**src/shared/asrc_pkg.sv**
```systemverilog
// asrc_pkg: constants for the asynchronous sram host controller
// assumes a 100 MHz ref_clk; memory pins are driven straight from flops
//
// Behaviour
// - write happens only while both selects active and strobe low.
// - host holds both selects active a grade minimum before write end.
// - host write pulse meets grade minimum, longer with output gate low.
// - host drives data only after memory outputs have gone high impedance.
// - host sets address no later than the later select activation.
// - host holds write data valid a grade minimum before write end.
// - host holds address a grade minimum before write end, zero setup.
// - host keeps zero recovery and each write cycle a grade minimum long.
`default_nettype none

package asrc_pkg;
  localparam int ASRC_ADDR_W  = 17;
  localparam int ASRC_DATA_W  = 8;
  localparam int ASRC_CLK_PS  = 10000;  // ref_clk period in ps
  // speed grade index: 0 fast, 1 middle, 2 slow
  localparam int ASRC_GRADE_FAST = 0;
  localparam int ASRC_GRADE_MID  = 1;
  localparam int ASRC_GRADE_SLOW = 2;

  // least times in ns per grade
  function automatic int asrc_pick(input int g, input int a, input int b,
                                   input int c);
    asrc_pick = (g == ASRC_GRADE_FAST) ? a : (g == ASRC_GRADE_MID) ? b : c;
  endfunction : asrc_pick

  // least time in ns to whole cycles, rounded up, never below one
  function automatic int asrc_cyc(input int ns);
    int c;
    c = (ns * 1000 + ASRC_CLK_PS - 1) / ASRC_CLK_PS;
    asrc_cyc = (c < 1) ? 1 : c;
  endfunction : asrc_cyc

  function automatic int asrc_rc_ns(input int g);   // read/write cycle, access
    asrc_rc_ns = asrc_pick(g, 12, 15, 20);
  endfunction : asrc_rc_ns
  function automatic int asrc_wp_ns(input int g);   // write pulse, gate high
    asrc_wp_ns = asrc_pick(g, 8, 12, 15);
  endfunction : asrc_wp_ns
  function automatic int asrc_cw_ns(input int g);   // select/address to end
    asrc_cw_ns = asrc_pick(g, 10, 12, 15);
  endfunction : asrc_cw_ns
  function automatic int asrc_dw_ns(input int g);   // data setup to write end
    asrc_dw_ns = asrc_pick(g, 7, 8, 9);
  endfunction : asrc_dw_ns
  function automatic int asrc_whz_ns(input int g);  // strobe to high-z
    asrc_whz_ns = asrc_pick(g, 5, 5, 8);
  endfunction : asrc_whz_ns
  function automatic int asrc_ohz_ns(input int g);  // gate high to high-z
    asrc_ohz_ns = asrc_pick(g, 5, 5, 7);
  endfunction : asrc_ohz_ns
  function automatic int asrc_chz_ns(input int g);  // deselect to high-z
    asrc_chz_ns = asrc_pick(g, 6, 7, 8);
  endfunction : asrc_chz_ns
  function automatic int asrc_oe_ns(input int g);   // gate to valid data
    asrc_oe_ns = asrc_pick(g, 6, 7, 8);
  endfunction : asrc_oe_ns
  localparam int ASRC_WR_NS = 0;  // write recovery

  localparam int ASRC_CNT_W = 4;
endpackage : asrc_pkg

`default_nettype wire

```
**src/hdl/asrc_host.sv**
```systemverilog
// asrc_host: host controller that runs one read or write on an async sram
// assumes req/ack user side on ref_clk; memory pins go straight to the part
`default_nettype none

module asrc_host #(
  parameter int GRADE = asrc_pkg::ASRC_GRADE_FAST
) (
  input  wire logic                           ref_clk,
  input  wire logic                           rst,
  input  wire logic                           req_valid,
  output logic                                req_ready,
  input  wire logic                           req_write,
  input  wire logic [asrc_pkg::ASRC_ADDR_W-1:0] req_addr,
  input  wire logic [asrc_pkg::ASRC_DATA_W-1:0] req_wdata,
  output logic                                rsp_valid,
  output logic [asrc_pkg::ASRC_DATA_W-1:0]    rsp_rdata,
  output logic [asrc_pkg::ASRC_ADDR_W-1:0]    mem_addr,
  output logic                                select_low_active_n,
  output logic                                select_high_active,
  output logic                                write_n,
  output logic                                out_gate_n,
  input  wire logic [asrc_pkg::ASRC_DATA_W-1:0] data_in,
  output logic [asrc_pkg::ASRC_DATA_W-1:0]    data_out,
  output logic                                data_oe
);
  // ---------------------------------------------------------------------
  // timing counts for the chosen grade
  // ---------------------------------------------------------------------
  typedef logic [asrc_pkg::ASRC_CNT_W-1:0] asrc_cnt_t;
  // address and selects settle, old drivers float before data goes out
  localparam int SETUP_C = asrc_pkg::asrc_cyc(
    asrc_pkg::asrc_chz_ns(GRADE) > asrc_pkg::asrc_ohz_ns(GRADE) ?
    asrc_pkg::asrc_chz_ns(GRADE) : asrc_pkg::asrc_ohz_ns(GRADE));
  localparam int WP_C = asrc_pkg::asrc_cyc(
    asrc_pkg::asrc_wp_ns(GRADE) > asrc_pkg::asrc_cw_ns(GRADE) ?
    asrc_pkg::asrc_wp_ns(GRADE) : asrc_pkg::asrc_cw_ns(GRADE));
  localparam int DW_C = asrc_pkg::asrc_cyc(asrc_pkg::asrc_dw_ns(GRADE));
  localparam int RC_C = asrc_pkg::asrc_cyc(asrc_pkg::asrc_rc_ns(GRADE));
  localparam int CW_C = asrc_pkg::asrc_cyc(asrc_pkg::asrc_cw_ns(GRADE));
  localparam int RD_MARGIN_C = 2;  // whole cycles of read window past access
  // the bus is caught a full cycle past access time, so a grade whose
  // access equals whole cycles never lands on the sampling edge
  localparam int RD_C = RC_C + RD_MARGIN_C;
  localparam asrc_cnt_t WP_CNT = asrc_cnt_t'(WP_C - 1);
  localparam asrc_cnt_t SU_CNT = asrc_cnt_t'(SETUP_C - 1);
  localparam asrc_cnt_t RD_CNT = asrc_cnt_t'(RD_C - 1);

  typedef enum logic [2:0] {
    ASRC_IDLE, ASRC_WSETUP, ASRC_WPULSE, ASRC_WEND, ASRC_READ, ASRC_RDONE
  } asrc_state_t;

  asrc_state_t                         state_q, state_d;
  asrc_cnt_t                           cnt_q, cnt_d;
  logic [asrc_pkg::ASRC_ADDR_W-1:0]    addr_q;
  logic [asrc_pkg::ASRC_DATA_W-1:0]    wdata_q;
  logic [asrc_pkg::ASRC_DATA_W-1:0]    rdata_q;
  logic [asrc_pkg::ASRC_DATA_W-1:0]    sync1_q, sync2_q;
  logic                                cnt_zero;
  logic                                take;
  logic                                sel_n_d, wr_n_d, gate_n_d, oe_d;
  logic                                sel_n_q, wr_n_q, gate_n_q, oe_q;

  // ---------------------------------------------------------------------
  // decoding
  // ---------------------------------------------------------------------
  assign cnt_zero  = (cnt_q == '0);
  assign req_ready = (state_q == ASRC_IDLE);
  assign take      = req_valid && req_ready;
  assign mem_addr  = addr_q;
  assign data_out  = wdata_q;
  // pin levels decoded from the next state and then registered, so a
  // state change can never glitch a strobe or a select on the async part
  // selects active across whole access, so strobe sits inside them
  assign sel_n_d  = (state_d == ASRC_IDLE) ||
                    (state_d == ASRC_RDONE);
  assign wr_n_d   = (state_d != ASRC_WPULSE);
  assign gate_n_d = (state_d != ASRC_READ);
  // data driven only once pulse starts, released the cycle it ends
  assign oe_d     = (state_d == ASRC_WPULSE);
  assign select_low_active_n = sel_n_q;
  assign select_high_active  = !sel_n_q;
  assign write_n    = wr_n_q;
  assign out_gate_n = gate_n_q;
  assign data_oe    = oe_q;
  assign rsp_rdata  = rdata_q;

  // next state and counter
  always_comb
  begin
    state_d = state_q;
    cnt_d   = cnt_zero ? cnt_q : cnt_q - asrc_cnt_t'(1);
    case (state_q)
      ASRC_IDLE:
      begin
        if (take)
        begin
          state_d = req_write ? ASRC_WSETUP : ASRC_READ;
          cnt_d   = req_write ? SU_CNT : RD_CNT;
        end
      end
      ASRC_WSETUP:
      begin
        if (cnt_zero)
        begin
          state_d = ASRC_WPULSE;
          cnt_d   = WP_CNT;
        end
      end
      ASRC_WPULSE: if (cnt_zero) state_d = ASRC_WEND;
      ASRC_WEND:   state_d = ASRC_IDLE;
      ASRC_READ:   if (cnt_zero) state_d = ASRC_RDONE;
      ASRC_RDONE:  state_d = ASRC_IDLE;
      default:     state_d = ASRC_IDLE;
    endcase
  end

  // state register
  always_ff @(posedge ref_clk)
  begin
    if (rst)
    begin
      state_q <= ASRC_IDLE;
      cnt_q   <= '0;
    end
    else
    begin
      state_q <= state_d;
      cnt_q   <= cnt_d;
    end
  end

  // memory pin register; reset leaves the part deselected and quiet
  always_ff @(posedge ref_clk)
  begin
    if (rst)
    begin
      sel_n_q  <= 1'b1;
      wr_n_q   <= 1'b1;
      gate_n_q <= 1'b1;
      oe_q     <= 1'b0;
    end
    else
    begin
      sel_n_q  <= sel_n_d;
      wr_n_q   <= wr_n_d;
      gate_n_q <= gate_n_d;
      oe_q     <= oe_d;
    end
  end

  // request capture; address held through the whole access
  always_ff @(posedge ref_clk)
  begin
    if (rst)
    begin
      addr_q  <= '0;
      wdata_q <= '0;
    end
    else if (take)
    begin
      addr_q  <= req_addr;
      wdata_q <= req_wdata;
    end
  end

  // read data passes two flops before use
  always_ff @(posedge ref_clk)
  begin
    if (rst)
    begin
      sync1_q   <= '0;
      sync2_q   <= '0;
      rdata_q   <= '0;
      rsp_valid <= 1'b0;
    end
    else
    begin
      sync1_q   <= data_in;
      sync2_q   <= sync1_q;
      rsp_valid <= (state_q == ASRC_RDONE);
      if (state_q == ASRC_RDONE)
        rdata_q <= sync2_q;
    end
  end
endmodule : asrc_host

`default_nettype wire

```
**config.mk**
```make
export PLATFORM = sky130hd
export DESIGN_NAME = asrc_host
export DESIGN_NICKNAME = d
export VERILOG_FILES = /design/src/shared/asrc_pkg.sv /design/src/hdl/asrc_host.sv
export SDC_FILE = /design/constraint.sdc
export NUM_CORES = 1
export LEC_CHECK = 0
export ABC_AREA = 1
export BUFFER_PORTS_ARGS = -buffer_cell sky130_fd_sc_hd__buf_2
export CAP_MARGIN = 20
export CORE_MARGIN = 3
export CORE_UTILIZATION = 49
export DETAILED_ROUTE_END_ITERATION = 16
export GPL_ROUTABILITY_DRIVEN = 0
export PLACE_DENSITY_LB_ADDON = 0.15
export RECOVER_POWER = 50
export SYNTH_ARGS = -nofsm -noshare
export SYNTH_HDL_FRONTEND = slang
export SYNTH_SLANG_ARGS = --single-unit
export TNS_END_PERCENT = 100
```
**constraint.sdc**
```tcl
create_clock -name ref_clk -period 1.7 [get_ports ref_clk]
set_clock_uncertainty 0.15 [all_clocks]
set_input_delay 0.17 -clock ref_clk [delete_from_list [all_inputs] [get_ports ref_clk]]
set_output_delay 0.17 -clock ref_clk [all_outputs]
set_load 0.05 [all_outputs]
```
==> flow_summary.yaml, run 1 <==
logic_synthesis:
  synth_nets: 313
  synth_edf_count: 0
  synth_area_leader_cell: "dfxtp_1"
  synth-seq-cells: 61
  ys.flop_type: "dfxtp_1"
  synth_area_mm2: 0.00223
  synth.yosys.seq_area_share_pct: 54.9
  synthTopCellsByArea: "dfxtp_1 (55%), nand2_1 (7.9%), a21oi_1 (7.6%)"
  synthCells: 274
  yosysUniqueCellTypes: 21
  async_flop_share_pct: 0
  synth_area_per_cell_um2: 8.12
  synth.top_cell.area_share_pct: 54.9
  ys_warn_count: 0
  yosysMostFrequentCell: "dfxtp_1"
  synth_common_cells: "dfxtp_1 (61), nand2_1 (47), inv_1 (39)"
clock_tree:
  numCtsBuffers: 9
  cts_tree: "yes"
  cts_max_path_buffers: 2
  cts.sinks: 61
  cts_htree_levels: 3
  worstSkewPairLatency_ns: 0.33
  cts-root-buf: "clkbuf_8"
  path_clk_slew_ns: 0.07
power_and_ir_drop:
  power.leakage_nw: 1.43
  peakVddDrop_mv: 1.08
  p_per_area_mw_per_mm2: 1540
global_route:
  grt_antenna_before_repair: 0
  grt_max_degree: 27
  grt_pass1_vias: 2021
  track_usage_pct: 21.8
  overflow: 0
  grt_pass1_wl_mm: 8.92
timing:
  tightest_slew_ns: 0.630
  hold_violations: 0
  rsz0062_at_grt: "false"
  slew_headroom_pct: 58.2
  report.final.slew_viol_count: 0
  fmax_mhz: 659
  setup_viol: 0
  period_needed_ns: 1.52
  finalCritPeriodShare_pct: 89.2
  post-route-worst-setup-slack_ns: 0.183
  setup_tns_ns: 0
worst_setup_path:
  worstPathArrival_ns: 1.20
  worstSetupPathType: "flop to output port"
  cp-start-kind: "flop"
  worstPathCellList: "nor3_4 > buf_4"
  end_kind: "output port"
  worstPathRequired_ns: 1.38
  critPathSlowestCell: "dfxtp_1"
  cp_max_fo: 6
  r2r_slack_ns: 0.22
  cp_slowest_stage_delay_ns: 0.38
floorplanning:
  rows: 23
  start_util_pct: 53.0
  ioPinCount: 77
  die_area_mm2: 0.00539
  die_x_um: 73.4
  core_area_mm2: 0.00420
  die_h_um: 73.4
final_layout:
  finalNetCount: 429
  antenna_cells: 0
  area_growth_syn_to_layout_pct: 41.1
  drive_gt1_share_pct: 17.7
  fin_cells: 445
flow_run:
  maxCapViolations: 0
placed_design:
  dp_cells: 394
  dp_slack_ns: 0.184
  portBuffers: 76
  hpwlAfterDp_mm: 3.34
min_path:
  hold_path.class: "input port to flop"
detailed_routing:
  avgViaCountPerCell: 4.69
  route.detailed.drc: 0
  num_vias: 2086
  final_antenna_net_count: 0
  postRouteWirelength_mm: 5.36
  firstDrtPassIters: 4
  detail_route.wl_per_cell_um: 12.0
  drt-initial-drc-count: 93
outcome:
  status: "complete, no violations"
## worst paths after layout
path,startpoint,to,depth (start not counted)
hold reg to reg,sync1_q[3],sync2_q[3],2
hold / removal,req_valid,mem_addr[14],3
setup reg to reg,cnt_q[0],data_oe,10
setup / recovery,state_q[0],req_ready,2
## through the flow
stage / cell area, µm² / utilization (%) / total power, mW / hold WS (ns)
after floorplan: 2230 / - / 3.14 / 0.127
after global placement: 2630 / 62.6 / 3.48 / 0.224
after detailed placement: 2630 / 62.6 / 3.49 / 0.229
after CTS: 3180 / 75.8 / 4.89 / 0.0582
after global routing: 3140 / 74.7 / 5.14 / 0.0850
final: 3140 / 74.7 / 4.84 / 0.0751
## layout by cell type, fill, tap and decap left out
| cell type | Yosys | layout |
|---|---|---|
| dfxtp_1 | 61 | 61 |
| nand2_1 | 47 | 47 |
| buf_2 | 3 | 41 |
| inv_1 | 39 | 39 |
| clkbuf_1 | 5 | 36 |
| a21oi_1 | 34 | 34 |
| dlygate4sd3_1 | 0 | 34 |
| nand3_1 | 29 | 29 |
| nor2_1 | 28 | 27 |
| clkbuf_8 | 2 | 11 |
| o21ai_0 | 10 | 10 |
| buf_4 | 0 | 10 |
| nand4_1 | 2 | 2 |
| xnor2_1 | 2 | 2 |
| ha_1 | 2 | 2 |
| nor3_4 | 1 | 1 |
| nor2_2 | 0 | 1 |
| nand2_4 | 1 | 1 |
| o21a_1 | 1 | 1 |
| nand3_2 | 1 | 1 |
| nor3_1 | 1 | 1 |
| bufinv_16 | 0 | 1 |
| clkinv_4 | 0 | 1 |
| clkinv_2 | 0 | 1 |
| clkbuf_2 | 0 | 1 |
## timing repair
action / CTS / global route
resized for setup: 1 / 1
hold buffers: 34 / 0
hold endpoints to repair: 38 / 0
pin swaps: 1 / 0
buffers inserted: 1 / 0
setup endpoints to repair: 1 / 3
## cell type report
| class | instances | area [µm²] |
|---|---|---|
| clock inverters | 3 | 43.8 |
| inverters | 39 | 146 |
| repair buffers | 120 | 753 |
| fillers | 346 | 1060 |
| clock buffers | 13 | 159 |
| multi-input cells | 159 | 754 |
| flip-flops and latches | 61 | 1220 |
| well taps | 50 | 62.6 |
## logic make-up after synthesis
| logic type | synth area share, % |
|---|---|
| AOI/OAI and AO/OA | 10.2 |
| and+or+nand+nor | 21.6 |
| buffers and inverters | 11.4 |
| DFF | 54.9 |
| xor gates and xnor gates | 0.787 |
| adders and majority gates | 1.12 |
## layer usage
layer / GRT usage, % / wire length (µm) / up-vias
met3: 5.75 / 328 / 12
met4: 11.5 / 112 / 0
met2: 35.8 / 2590 / 64
li1: - / - / 1093
met1: 26.0 / 2330 / 917
met5: 0 / 0 / -
## sequential cells by signal (all words and copies together), names as in the netlist
| name | count |
|---|---|
| data_out | 8 |
| data_oe | 1 |
| rsp_valid | 1 |
| cnt_q | 4 |
| write_n | 1 |
| sync1_q | 8 |
| mem_addr | 17 |
| select_low_active_n | 1 |
| rsp_rdata | 8 |
| out_gate_n | 1 |
| sync2_q | 8 |
| state_q | 3 |
## critical path, delay by kind of cell, from the launching register on
kind / cells / cell delay, ns
DFF: 1 / 0.38
and+or+nand+nor: 1 / 0.24
buffers and inverters: 1 / 0.24
## report_power, final
part	total [mW]	internal [mW]	switching, mW	leakage, nW
logic	1.78	0.549	1.23	0.823
registers	1.77	1.64	0.130	0.501
clock network	1.30	0.758	0.538	0.104
total	4.84	2.94	1.89	1.43
Note: power is estimated with default switching activity, not from simulation.
==> run 2: changes to the inputs <==
PLACE_DENSITY = 0.78   (was unset)
PLACE_DENSITY_LB_ADDON = unset   (was 0.15)
RECOVER_POWER = unset   (was 50)
==> flow_summary.yaml, run 2 (synthesis results as in run 1) <==
outcome:
  status: "complete, no violations"
power_and_ir_drop:
  p_per_area_mw_per_mm2: 1540
  clkPwrFrac_pct: 25.8
  intPower_mw: 2.98
  p_comb_share_pct: 38.3
  seqPwrFrac_pct: 35.9
  power.switching_mw: 1.93
  power.leakage_nw: 1.55
  peakVddDrop_mv: 1.12
  totalPowerFinal_mw: 4.90
  sw_frac_of_total_pct: 39.3
min_path:
  min_path_cells: 3
  hp-start: "req_valid"
  whs_endpoint: "data_out[5]"
  hold_path.class: "input port to flop"
placed_design:
  dp_slack_ns: 0.184
  portBuffers: 76
  dpl_cell_area_mm2: 0.00261
  hpwlAfterDp_mm: 3.31
clock_tree:
  cts_tree: "yes"
  cts-root-buf: "clkbuf_8"
  worstSkewPairLatency_ns: 0.32
  cts.sinks: 61
  path_clk_slew_ns: 0.07
  numCtsBuffers: 9
  cts_htree_levels: 3
  cts_max_path_buffers: 2
global_route:
  grt_pass1_vias: 2106
  grtUsageMet2_pct: 39.8
  gr-usage-met1_pct: 26.1
  grt_max_degree: 29
  grt_pass1_wl_mm: 9.53
  overflow: 0
  grt_antenna_before_repair: 0
  grt_busiest_layer: "met2"
  track_usage_pct: 23.0
  use_met3_pct: 6.57
detailed_routing:
  drt-initial-drc-count: 108
  num_vias: 2133
  postRouteWirelength_mm: 5.67
  route.detailed.drc: 0
  final_antenna_net_count: 0
  avgViaCountPerCell: 4.83
  detail_route.wl_per_cell_um: 12.8
  firstDrtPassIters: 4
timing:
  setup_tns_ns: 0
  rsz0062_at_grt: "false"
  period_needed_ns: 1.63
  hold_violations: 0
  tightest_slew_ns: 0.313
  finalCritPeriodShare_pct: 95.7
  slew_headroom_pct: 79.1
  fmax_mhz: 615
  post-route-worst-setup-slack_ns: 0.0727
  report.final.slew_viol_count: 0
  setup_viol: 0
final_layout:
  final_area_mm2: 0.00319
  finalNetCount: 426
  final_common_cell: "buf_2"
  largest_reg_flops: 17
  antenna_cells: 0
  area_growth_syn_to_layout_pct: 43.5
  drive_gt1_share_pct: 26.3
  layout_common_cells: "buf_2 (75), dfxtp_1 (61), nand2_1 (47)"
floorplanning:
  rows: 23
  die_h_um: 73.4
  start_util_pct: 53.0
  die_area_mm2: 0.00539
  ioPinCount: 77
  core_area_mm2: 0.00420
  die_x_um: 73.4
worst_setup_path:
  cp_max_fo: 14
  worstPathArrival_ns: 1.31
  worstSetupPathType: "flop to output port"
  cp-start-kind: "flop"
  rr_worst_depth: 10
  end_kind: "output port"
  worstPathRequired_ns: 1.38
  r2r_slack_ns: 0.21
  reg2reg_to: "data_oe"
  r2r-start: "cnt_q[1]"
flow_run:
  maxCapViolations: 0
run 2: cell count changes in the layout (fill, tap and decap cells not counted), sizes merged:
cell | before | now
clkinvlp | 0 | 3
clkbuf | 48 | 11
buf | 51 | 82
run 2: area by class of cell:
class / count / area (µm²)
multi-input combinational: 159 / 754
tap: 50 / 62.6
timing repair buffer: 117 / 810
fill: 304 / 1010
clock buffer: 10 / 138
inverter: 39 / 146
sequential: 61 / 1220
clock inverter: 6 / 62.6
run 2: worst max path at each step:
stage	start	to	cells after the start
final	state_q[0]	req_ready	3
after global placement	cnt_q[0]	write_n	8
after CTS	state_q[2]	req_ready	3
after detailed placement	cnt_q[1]	write_n	8
after floorplan	state_q[2]	data_out[5]	6
after global routing	state_q[0]	req_ready	3
run 2: per-stage QoR:
stage                     hold slack [ns]  cells  util (%)
after floorplan                     0.127    274         -
after global routing               0.0870    442      76.0
final                              0.0696    442      76.0
after global placement              0.221    390      62.2
after detailed placement            0.227    390      62.2
after CTS                          0.0477    440      75.2
run 2: critical path, stage by stage (launching register included):
cell and delay (ns):
dfxtp_1 0.38, nor3_4 0.27, buf_12 0.18, buf_6 0.16
run 2: per-layer routing:
layer	share of wire (%)	up-vias
met3	6.9	18
met1	39	945
li1	-	1090
met4	2.9	0
met5	0	-
met2	51	80
run 2: timing repair:
action,in CTS,in global routing
setup buffers,0,1
pin swaps,0,1
hold buffers,34,0
hold endpoints to repair,37,0
gates resized for setup,2,1
gates cloned,0,1
setup endpoints to repair,1,4
run 2: power groups by stage:
stage               clock network (mW)  registers, mW  logic [mW]
floorplan                            0           2.23       0.915
CTS                               1.29           1.76        1.76
finish                            1.27           1.76        1.88
global route                      1.36           1.78        2.07
global placement                     0           1.78        1.66
detailed placement                   0           1.78        1.68
